**config.mk**
```make
export PLATFORM = sky130hd
export DESIGN_NAME = dfr_top
export DESIGN_NICKNAME = d
export VERILOG_FILES = /design/src/logic/dfr_pkg.sv /design/src/logic/dfr_top.sv /design/src/logic/dfr_react_dec.sv
export VERILOG_INCLUDE_DIRS = /design/src /design/src/logic
export SDC_FILE = /design/constraint.sdc
export NUM_CORES = 1
export LEC_CHECK = 0
export BUFFER_PORTS_ARGS = -buffer_cell sky130_fd_sc_hd__buf_4
export CAP_MARGIN = 10
export CORE_AREA = 4 4 79 136
export CTS_CLUSTER_SIZE = 10
export DETAILED_ROUTE_END_ITERATION = 12
export DIE_AREA = 0 0 83 140
export PLACE_DENSITY = 0.75
export SYNTH_ARGS = -nofsm -noshare
export SYNTH_HDL_FRONTEND = slang
export SYNTH_SLANG_ARGS = --single-unit
```
**constraint.sdc**
```tcl
create_clock -name clk -period 1.8 [get_ports clk]
set_clock_uncertainty 0.05 [all_clocks]
set_input_delay 0 -clock clk [delete_from_list [all_inputs] [get_ports clk]]
set_output_delay 0 -clock clk [all_outputs]
set_load 0.05 [all_outputs]
```
**src/logic/dfr_params.svh**
```systemverilog
// constants of the drive fault reaction and encoder configuration block
`ifndef DFR_PARAMS_SVH
`define DFR_PARAMS_SVH
`define DFR_IDX_ENC 16'h33a0
`define DFR_IDX_DEV 16'h3700
`define DFR_IDX_LIM 16'h3701
`define DFR_SUB_COUNT 8'h00
`define DFR_SUB_CFG 8'h01
`define DFR_SUB_ALIGN 8'h02
`define DFR_ENC_SUBS 16'h0002
`define DFR_CFG_RESET 16'h0000
`define DFR_ALIGN_RESET 16'h0000
`define DFR_REACT_RESET 16'hffff
`define DFR_CFG_INDEX_BIT 0
`define DFR_CW_QS_BIT 2
`define DFR_SW_WARN_BIT 7
`define DFR_CODE_NONE 16'hffff
`define DFR_CODE_COAST 16'h0000
`define DFR_CODE_SLOW 16'h0001
`define DFR_CODE_QUICK 16'h0002
`define DFR_CODE_SLOW_QS 16'h0005
`define DFR_CODE_QUICK_QS 16'h0006
`endif

```
**src/logic/dfr_pkg.sv**
```systemverilog
// types of the drive fault reaction block
`default_nettype none
package dfr_pkg;
  typedef logic [15:0] dfr_code_t;
  typedef enum logic [1:0] {
    DFR_RUN = 2'b00,
    DFR_BRAKE = 2'b01,
    DFR_QS_ACTIVE = 2'b11,
    DFR_SW_ON_DIS = 2'b10
  } dfr_state_t;
endpackage : dfr_pkg
`default_nettype wire

```
**src/logic/dfr_top.sv**
```systemverilog
// encoder settings, fault reaction codes and reaction sequencer
//
// Summary of operation
// - config bit 0 selects whether the encoder index pulse is used
// - a 16-bit alignment holds the index to rotor magnet offset
// - encoder closed-loop commutation is allowed only with a valid alignment
// - encoder entry 0 reads back two supported further entries
// - following or slippage errors run the selected deviation reaction
// - deviation code 0 coasts, 1 slow ramp, 2 quick ramp, rest reserved
// - limit switch pass sets status warning bit 7 and starts its reaction on the same edge
// - limit code minus one takes no motion reaction
// - limit codes 1 and 2 ramp slow or quick, then switch-on-disabled
// - limit codes 5 and 6 ramp, then quick-stop-active, motor energized
// - quick-stop bit is left alone; master toggles it low then high
`timescale 1ns/10ps
`default_nettype none
`include "dfr_params.svh"
module dfr_top (
  input wire logic clk,
  input wire logic rst_n,
  input wire logic od_wr,
  input wire logic od_rd,
  input wire logic [15:0] od_index,
  input wire logic [7:0] od_sub,
  input wire logic [15:0] od_wdata,
  output logic [15:0] od_rdata,
  output logic od_ack,
  output logic od_err,
  input wire logic setup_align_wr,
  input wire logic [15:0] setup_align_data,
  input wire logic closed_loop_req,
  input wire logic deviation_error,
  input wire logic limit_passed,
  input wire logic ramp_done,
  input wire logic [15:0] ctrl_word,
  input wire logic warn_clear,
  input wire logic drive_reenable,
  output logic index_enable,
  output logic closed_loop_enable,
  output logic drive_disable,
  output logic ramp_slow,
  output logic ramp_quick,
  output logic quick_stop_active,
  output logic switch_on_disabled,
  output logic status_warning
);
  dfr_pkg::dfr_code_t enc_cfg, enc_align, dev_code, lim_code;
  dfr_pkg::dfr_code_t next_enc_cfg, next_enc_align, next_dev_code;
  dfr_pkg::dfr_code_t next_lim_code, next_od_rdata, chk_code;
  dfr_pkg::dfr_state_t state, next_state;
  logic align_valid, next_align_valid, qs_low_seen, next_qs_low_seen;
  logic brake_to_qs, next_brake_to_qs;
  logic next_od_ack, next_od_err, next_index_enable, next_cl_enable;
  logic next_drive_disable, next_ramp_slow, next_ramp_quick;
  logic next_qs_active, next_sod, next_warning;
  logic chk_valid, chk_is_lim;
  logic dv_valid, dv_act, dv_coast, dv_quick;
  logic lm_valid, lm_act, lm_quick, lm_to_qs;
  logic qs_bit;

  assign qs_bit = ctrl_word[`DFR_CW_QS_BIT];
  assign chk_code = od_wdata;
  assign chk_is_lim = (od_index == `DFR_IDX_LIM);

  // write filter, shared by both reaction code entries
  dfr_react_dec u_chk (
    .code(chk_code),
    .is_limit(chk_is_lim),
    .valid(chk_valid),
    .act(),
    .coast(),
    .quick(),
    .to_qs()
  );
  dfr_react_dec u_dev (
    .code(dev_code),
    .is_limit(1'b0),
    .valid(dv_valid),
    .act(dv_act),
    .coast(dv_coast),
    .quick(dv_quick),
    .to_qs()
  );
  dfr_react_dec u_lim (
    .code(lim_code),
    .is_limit(1'b1),
    .valid(lm_valid),
    .act(lm_act),
    .coast(),
    .quick(lm_quick),
    .to_qs(lm_to_qs)
  );

  // object dictionary access and settings
  always_comb begin
    next_enc_cfg = enc_cfg;
    next_enc_align = enc_align;
    next_align_valid = align_valid;
    next_dev_code = dev_code;
    next_lim_code = lim_code;
    next_od_rdata = od_rdata;
    next_od_ack = 1'b0;
    next_od_err = 1'b0;
    if (setup_align_wr) begin
      next_enc_align = setup_align_data;
      next_align_valid = 1'b1;
    end
    if (od_wr) begin
      next_od_ack = 1'b1;
      if (od_index == `DFR_IDX_ENC && od_sub == `DFR_SUB_CFG) begin
        next_enc_cfg = od_wdata;
      end else if (od_index == `DFR_IDX_ENC && od_sub == `DFR_SUB_ALIGN) begin
        next_enc_align = od_wdata;
        next_align_valid = 1'b1;
      end else if ((od_index == `DFR_IDX_DEV || chk_is_lim) &&
                   od_sub == `DFR_SUB_COUNT) begin
        if (!chk_valid) begin
          next_od_err = 1'b1;
        end else if (chk_is_lim) begin
          next_lim_code = od_wdata;
        end else begin
          next_dev_code = od_wdata;
        end
      end else begin
        // entry count is read-only; unknown entries abort
        next_od_err = 1'b1;
      end
    end else if (od_rd) begin
      next_od_ack = 1'b1;
      next_od_rdata = 16'h0000;
      if (od_index == `DFR_IDX_ENC && od_sub == `DFR_SUB_COUNT) begin
        next_od_rdata = `DFR_ENC_SUBS;
      end else if (od_index == `DFR_IDX_ENC && od_sub == `DFR_SUB_CFG) begin
        next_od_rdata = enc_cfg;
      end else if (od_index == `DFR_IDX_ENC && od_sub == `DFR_SUB_ALIGN) begin
        next_od_rdata = enc_align;
      end else if (od_index == `DFR_IDX_DEV && od_sub == `DFR_SUB_COUNT) begin
        next_od_rdata = dev_code;
      end else if (chk_is_lim && od_sub == `DFR_SUB_COUNT) begin
        next_od_rdata = lim_code;
      end else begin
        next_od_err = 1'b1;
      end
    end
  end

  always_ff @(posedge clk or negedge rst_n) begin
    if (!rst_n) begin
      enc_cfg <= `DFR_CFG_RESET;
      enc_align <= `DFR_ALIGN_RESET;
      align_valid <= 1'b0;
      dev_code <= `DFR_REACT_RESET;
      lim_code <= `DFR_REACT_RESET;
      od_rdata <= 16'h0000;
      od_ack <= 1'b0;
      od_err <= 1'b0;
    end else begin
      enc_cfg <= next_enc_cfg;
      enc_align <= next_enc_align;
      align_valid <= next_align_valid;
      dev_code <= next_dev_code;
      lim_code <= next_lim_code;
      od_rdata <= next_od_rdata;
      od_ack <= next_od_ack;
      od_err <= next_od_err;
    end
  end

  // reaction sequencer; a limit event outranks a deviation event
  always_comb begin
    next_state = state;
    next_brake_to_qs = brake_to_qs;
    next_qs_low_seen = qs_low_seen;
    next_ramp_slow = ramp_slow;
    next_ramp_quick = ramp_quick;
    next_warning = status_warning;
    if (warn_clear) begin
      next_warning = 1'b0;
    end
    if (limit_passed) begin
      next_warning = 1'b1;
    end
    case (state)
      dfr_pkg::DFR_RUN: begin
        if (limit_passed && lm_valid && lm_act) begin
          next_state = dfr_pkg::DFR_BRAKE;
          next_brake_to_qs = lm_to_qs;
          next_ramp_quick = lm_quick;
          next_ramp_slow = !lm_quick;
        end else if (deviation_error && dv_valid && dv_act) begin
          next_brake_to_qs = 1'b0;
          if (dv_coast) begin
            next_state = dfr_pkg::DFR_SW_ON_DIS;
          end else begin
            next_state = dfr_pkg::DFR_BRAKE;
            next_ramp_quick = dv_quick;
            next_ramp_slow = !dv_quick;
          end
        end
      end
      dfr_pkg::DFR_BRAKE: begin
        if (ramp_done) begin
          next_ramp_slow = 1'b0;
          next_ramp_quick = 1'b0;
          next_qs_low_seen = 1'b0;
          next_state = brake_to_qs ? dfr_pkg::DFR_QS_ACTIVE :
                                     dfr_pkg::DFR_SW_ON_DIS;
        end
      end
      dfr_pkg::DFR_QS_ACTIVE: begin
        // control word is only read here, never forced low
        if (!qs_bit) begin
          next_qs_low_seen = 1'b1;
        end else if (qs_low_seen) begin
          next_state = dfr_pkg::DFR_RUN;
        end
      end
      default: begin
        if (drive_reenable) begin
          next_state = dfr_pkg::DFR_RUN;
        end
      end
    endcase
    next_qs_active = (next_state == dfr_pkg::DFR_QS_ACTIVE);
    next_sod = (next_state == dfr_pkg::DFR_SW_ON_DIS);
    next_drive_disable = next_sod;
    next_index_enable = next_enc_cfg[`DFR_CFG_INDEX_BIT];
    next_cl_enable = closed_loop_req && next_align_valid;
  end

  always_ff @(posedge clk or negedge rst_n) begin
    if (!rst_n) begin
      state <= dfr_pkg::DFR_RUN;
      brake_to_qs <= 1'b0;
      qs_low_seen <= 1'b0;
      ramp_slow <= 1'b0;
      ramp_quick <= 1'b0;
      status_warning <= 1'b0;
      quick_stop_active <= 1'b0;
      switch_on_disabled <= 1'b0;
      drive_disable <= 1'b0;
      index_enable <= 1'b0;
      closed_loop_enable <= 1'b0;
    end else begin
      state <= next_state;
      brake_to_qs <= next_brake_to_qs;
      qs_low_seen <= next_qs_low_seen;
      ramp_slow <= next_ramp_slow;
      ramp_quick <= next_ramp_quick;
      status_warning <= next_warning;
      quick_stop_active <= next_qs_active;
      switch_on_disabled <= next_sod;
      drive_disable <= next_drive_disable;
      index_enable <= next_index_enable;
      closed_loop_enable <= next_cl_enable;
    end
  end
endmodule : dfr_top
`default_nettype wire

```
**src/logic/dfr_react_dec.sv**
```systemverilog
// decoder of a reaction code into its action and follow-on state
`timescale 1ns/10ps
`default_nettype none
`include "dfr_params.svh"
module dfr_react_dec (
  input wire dfr_pkg::dfr_code_t code,
  input wire logic is_limit,
  output logic valid,
  output logic act,
  output logic coast,
  output logic quick,
  output logic to_qs
);
  always_comb begin
    valid = 1'b0;
    act = 1'b0;
    coast = 1'b0;
    quick = 1'b0;
    to_qs = 1'b0;
    if (!is_limit) begin
      if (code == `DFR_CODE_COAST) begin
        valid = 1'b1;
        act = 1'b1;
        coast = 1'b1;
      end else if (code == `DFR_CODE_SLOW) begin
        valid = 1'b1;
        act = 1'b1;
      end else if (code == `DFR_CODE_QUICK) begin
        valid = 1'b1;
        act = 1'b1;
        quick = 1'b1;
      end
    end else begin
      if (code == `DFR_CODE_NONE) begin
        valid = 1'b1;
      end else if (code == `DFR_CODE_SLOW || code == `DFR_CODE_QUICK) begin
        valid = 1'b1;
        act = 1'b1;
        quick = (code == `DFR_CODE_QUICK);
      end else if (code == `DFR_CODE_SLOW_QS ||
                   code == `DFR_CODE_QUICK_QS) begin
        valid = 1'b1;
        act = 1'b1;
        to_qs = 1'b1;
        quick = (code == `DFR_CODE_QUICK_QS);
      end
    end
  end
endmodule : dfr_react_dec
`default_nettype wire

```
Yosys cells after proc, flatten, opt, wreduce, memory -nomap -nowiden
Cells that the tools add are included.
{"block": "word_totals", "word_cells": 152, "memories": 0, "romBits": 0, "reg_bits": 93, "latch_bits": 0, "ramBits": 0}
{"block": "classes", "n_lt_le_gt_ge": 0, "multipliers": 0, "reduce_logical": 33, "n_addsub": 0, "n_div": 0, "n_eq_ne": 25, "bitwise_logic": 4, "n_mux": 72, "shift": 0}
{"operator": "16-bit two-way mux", "n": 9}
{"operator": "16-bit by 3-bit == test with 1-bit output, second input constant", "n": 4}
{"operator": "1-bit two-way mux", "n": 52}
{"operator": "16-bit by 1-bit == test with 1-bit output, second input constant", "n": 3}
{"operator": "16-bit by 14-bit == test with 1-bit output, second input constant", "n": 3}
{"operator": "16-bit by 2-bit == test with 1-bit output, second input constant", "n": 3}
{"operator": "16-bit == test, second input constant", "n": 2}
{"operator": "16-bit zero test", "n": 2}
{"operator": "2-bit two-way mux", "n": 7}
{"operator": "6-bit AND reduction", "n": 2}
{"operator": "1-bit logical AND", "n": 11}
{"operator": "8-bit by 1-bit == test with 1-bit output, second input constant", "n": 1}
{"operator": "8-bit by 2-bit == test with 1-bit output, second input constant", "n": 1}
{"operator": "8-bit zero test", "n": 1}
{"operator": "2-bit nonzero test", "n": 4}
{"operator": "2-bit == test, second input constant", "n": 3}
{"operator": "3-bit inequality test, second input constant", "n": 2}
{"operator": "1-bit case mux with 2 select lines", "n": 3}
{"operator": "2-bit case mux with 3 select lines", "n": 1}
{"operator": "2-bit AND reduction", "n": 3}
{"operator": "1-bit logical OR", "n": 5}
{"operator": "2-bit inequality test, second input constant", "n": 2}
{"operator": "1-bit NOT", "n": 4}
{"operator": "4-bit AND reduction", "n": 1}
{"operator": "4 further kinds", "n": 5}

Longest topological paths before layout
{"block": "logic_depth", "depth_word": 11, "depth_mapped": 7}

Hierarchy
A second synthesis with hierarchy kept.
{"block": "hier_totals", "hier_cells": 477, "area_unflattened_um2": 5236.3}
{"mod": "dfr_top", "cells_each": 405, "instances": 1, "area_each_um2": 4718.3}
{"mod": "dfr_react_dec", "cells_each": 24, "instances": 3, "area_each_um2": 172.7}

Worst setup path before layout
Ideal clock, no wire load.
{"block": "synth_path", "path_kind": "register -> register", "from": "register lim_code[13]", "to": "register ramp_quick", "path_stages_with_launch": 5, "setup_slack_ns": -0.134, "required_time_ns": 1.622, "period_less_slack_ns": 1.934, "n_path_buf": 0, "setup_time_ns": 0.128, "t_arrival_ns": 1.756, "cell_sequence": "dfstp_2 > or4_1 > nor4_2 > o21ai_1 > mux2_1"}
{"block": "synth_between", "elab_chain_len": 9, "word_cells_on_any_way": 21, "classes_between": "7 x eq/ne; 9 x mux; 5 x reduce/logical"}
{"item": "start, declared", "line_no": "dfr_top.sv:47", "rtl": "dfr_pkg::dfr_code_t enc_cfg, enc_align, dev_code, lim_code;"}
{"item": "start signal, assigned", "line_no": "dfr_top.sv:153", "rtl": "lim_code <= `DFR_REACT_RESET;"}
{"item": "start signal, assigned", "line_no": "dfr_top.sv:162", "rtl": "lim_code <= next_lim_code;"}
{"item": "16-bit by 3-bit == test with 1-bit output (no line)"}
{"item": "1-bit logical OR (no line)"}
{"item": "1-bit two-way mux", "line_no": "dfr_react_dec.sv:40", "rtl": "end else if (code == `DFR_CODE_SLOW_QS ||"}
{"item": "1-bit two-way mux", "line_no": "dfr_react_dec.sv:36", "rtl": "end else if (code == `DFR_CODE_SLOW || code == `DFR_CODE_QUICK) begin"}
{"item": "1-bit two-way mux", "line_no": "dfr_react_dec.sv:34", "rtl": "if (code == `DFR_CODE_NONE) begin"}
{"item": "1-bit logical AND (2 in series)", "line_no": "dfr_top.sv:185", "rtl": "if (limit_passed && lm_valid && lm_act) begin"}
{"item": "3-bit inequality test (no line) or 1-bit two-way mux (tied branches)"}
{"item": "4-bit AND reduction (no line) or 1-bit case mux with 2 select lines (tied branches)"}
{"item": "end signal, assigned", "line_no": "dfr_top.sv:249", "rtl": "ramp_quick <= next_ramp_quick;"}
{"item": "end, declared", "line_no": "dfr_top.sv:42", "rtl": "output logic ramp_quick,"}
Parallel ways exist; a longest one is shown, timed or not.
A chain may end at the register's enable or synchronous reset.

Final worst setup path
{"block": "layout_path", "from": "register lim_code[12]", "to": "register ramp_quick"}
Same word-level chain as after synthesis.

==> summary.md <==
| Metric | Value |
|---|---|
| Leak | `3.12 nW` |
| Post-route ant nets | `0` |
| Clock transition at path regs | `60 ps` |
| Placed insts | `roughly 670` |
| Relative slew margins | `between 50% and 60%` |
| Data arrival, critical path | `2010 ps` |
| CP max FO | `4` |
| Hold path start | `od_wdata[8]` |
| RSZ-0062 raised after global routing | `yes` |
| Area grow syn2layout | `43.3%` |
| Vias per cell | `5.48` |
| Antenna violations before repair | `0` |
| Worst setup margin | `-30.3 ps` |
| Synth Instances | `440` |
| Async S/R FF share, synth | `100%` |
| Die footprint | `0.0116 sq mm` |
| Hold Path Depth | `4` |
| Worst reg2reg endpoint | `ramp_quick$_DFFE_PN0P_` |
| Setup crit start kind | `flop` |
| Residual DRC count | `0` |
| CTS H-Tree Depth | `3` |
| Final-stage net count | `691` |
| WP data required | `1980 ps` |
| Initial core utilization | `47.5%` |
| First-pass GRT wire length | `21,300 um` |
| Post-synth top area cell | `dfrtp_1` |
| Post-Place Worst Slack | `-144 ps` |
| YS warnings | `0` |
| Largest cells by area after synthesis | `dfrtp_1, dfstp_2, mux2_2, a21oi_1, nor2_1` |
| Critical path capture point type | `flop` |
| Fillcell total | `737` |
| Unique masters post-synth | `48` |
| Most frequent cells in the layout | `buf_4, dfrtp_1, nor2_1` |
| Total number of vias | `4,047` |
| Worst R2R Setup Slack | `-30 ps` |
| Hold_ws | `0.417 ps` |
| Post-route minimum period | `1830 ps` |
| Placed cell area | `0.00569 sq mm` |
| Final setup vio count | `2` |
| Drt wl/cell | `18.1 um` |
| Failing checks | `negative setup slack` |
| Worst-Margin Slew | `715 ps` |
| Fin. max-slew vios | `0` |
| CTS tree | `done` |
| Critical path type | `reg2reg` |
| Clk buf depth | `2` |
| Total global routing track utilization | `22.8%` |
| Core area | `0.00973 sq mm` |
| Die Width | `83 um` |
| Power density over cell area | `704 mW/mm^2` |
| Worst min path class | `in2reg` |
| CTS buffer count | `9` |
| Fmax | `0.546 GHz` |
| Setup TNS | `-36.8 ps` |
| Worst r2r src | `lim_code[12]$_DFFE_PN1P_` |
| Vias in the first global route | `around 4,400` |
| Chip height | `approximately 140 um` |
| Sequential area share after synthesis | `51.2%` |
| Ratio of cells with drive above 1 in the final layout | `41.8%` |
| Final hold vios | `0` |
| Largest net degree at the start of global routing | `66` |
| Peak VDD IR | `0.000641 V` |
| Row cnt | `48` |
| Post-synth EDFFs | `0` |
| FF+latch count, synth | `93` |
| Final Cell Area | `0.00663 sq mm` |
| Crit share post-route | `102%` |
| Max Cap Violations | `0` |
| I/O Pins | `109` |
| Hold worst-path end | `enc_align[8]$_DFF_PN0_` |
| Syn avg cell area | `about 11 sq um` |
| Gr ovfl total | `0` |
| Clk root buf | `clkbuf_16` |
| Inserted Diodes | `0` |
| Final core utilization | `68.1%` |
| Synthesized area | `0.00463 sq mm` |
| Detail Placement HPWL | `9160 um` |
| PnR Total Power | `4.67 mW` |
| Syn_nets | `between 500 and 600` |
| Initial DRT Pass Iterations | `4` |
| Reg2reg path depth | `5` |
| Clk sinks | `slightly above 90` |
| Status | `finished, violations left` |
| Commonest non-fill, non-tap cell in the layout | `buf_4` |
| Fin cells | `738` |
| Insertion delay to the later sink of the worst-skew pair | `340 ps` |
| Port bufs | `93` |
| GP Congestion | `0.849` |
| Detailed Route WL | `13,400 um` |
| Share of the synthesized area in the top cell type | `approximately a third` |
| Top FF cell, synth | `dfrtp_1` |
| Detailed Route Iter0 Violations | `239` |
==> power by group <==
part | total, mW | internal [mW] | switching [mW]
combinational | 0.592 | 0.289 | 0.303
sequential | 2.18 | 2.14 | 0.0367
clock | 1.89 | 1.15 | 0.741
total | 4.67 | 3.58 | 1.08
==> critical path, cell delays in order, from the launching register on <==
cell	delay [ps]
dfstp_2	370
or4_4	540
nor4_4	210
buf_4	180
o21ai_2	70
mux2_4	300
==> synthesized netlist by cell type, types with 6 or more instances <==
cell	n
nand4_1	10
mux2_2	40
o21ai_0	30
clkbuf_1	18
and2_1	18
nor4_1	6
mux2i_1	18
mux2_4	10
dfrtp_1	61
dfstp_2	32
nor3_1	6
nor2_1	57
nand2_1	26
a21oi_1	49
==> state kept, by name, summed over array words and instances, names as in the netlist, 2 cells and up <==
| name | cells |
|---|---|
| enc_cfg | 16 |
| od_rdata | 16 |
| enc_align | 16 |
| lim_code | 16 |
| dev_code | 16 |
| state | 2 |
==> worst max path at each step <==
| stage | startpoint | end |
|---|---|---|
| floorplan | lim_code[13]$_DFFE_PN1P_ | ramp_quick$_DFFE_PN0P_ |
| global placement | lim_code[13]$_DFFE_PN1P_ | ramp_quick$_DFFE_PN0P_ |
| detailed placement | lim_code[13]$_DFFE_PN1P_ | ramp_quick$_DFFE_PN0P_ |
| CTS | lim_code[12]$_DFFE_PN1P_ | ramp_quick$_DFFE_PN0P_ |
| global route | dev_code[5]$_DFFE_PN1P_ | ramp_quick$_DFFE_PN0P_ |
| finish | lim_code[12]$_DFFE_PN1P_ | ramp_quick$_DFFE_PN0P_ |
==> layer usage <==
layer | vias up | track usage, % | part of all wire, %
li1 | 1896 | - | -
met1 | 2023 | 24.7 | 37
met2 | 97 | 42.0 | 56
met3 | 31 | 3.35 | 3.4
met4 | 0 | 12.7 | 3.4
met5 | - | 0 | 0
==> area by class of cell <==
type | instances | area [sq um] | share of cell area [%]
Clock buffer | 14 | 264 | 3.98
Clock inverter | 2 | 35.0 | 0.529
Inverter | 5 | 18.8 | 0.283
Multi-Input combinational cell | 318 | 2230 | 33.7
Sequential cell | 93 | 2370 | 35.7
Tap cell | 125 | 156 | 2.36
Timing Repair Buffer | 181 | 1550 | 23.4
==> kinds of logic (layout without fill, tap and decap cells) <==
family	Yosys count	in the layout	share of synthesized area (%)
and+or+nand+nor	153	153	17.8
xor gates and xnor gates	2	2	0.379
muxes	69	69	17.1
DFF	93	93	51.2
AOI/OAI and AO/OA	94	94	10.8
buffers and inverters	29	202	2.70
==> timing repair <==
action,4_1_cts,5_1_grt
gates resized for setup,6,17
hold buffers,42,0
pin swaps,2,2
hold endpoints to repair,116,0
gates cloned,0,2
buffers inserted,1,6
setup endpoints to repair,4,25
(Power assumes the default switching activity.)
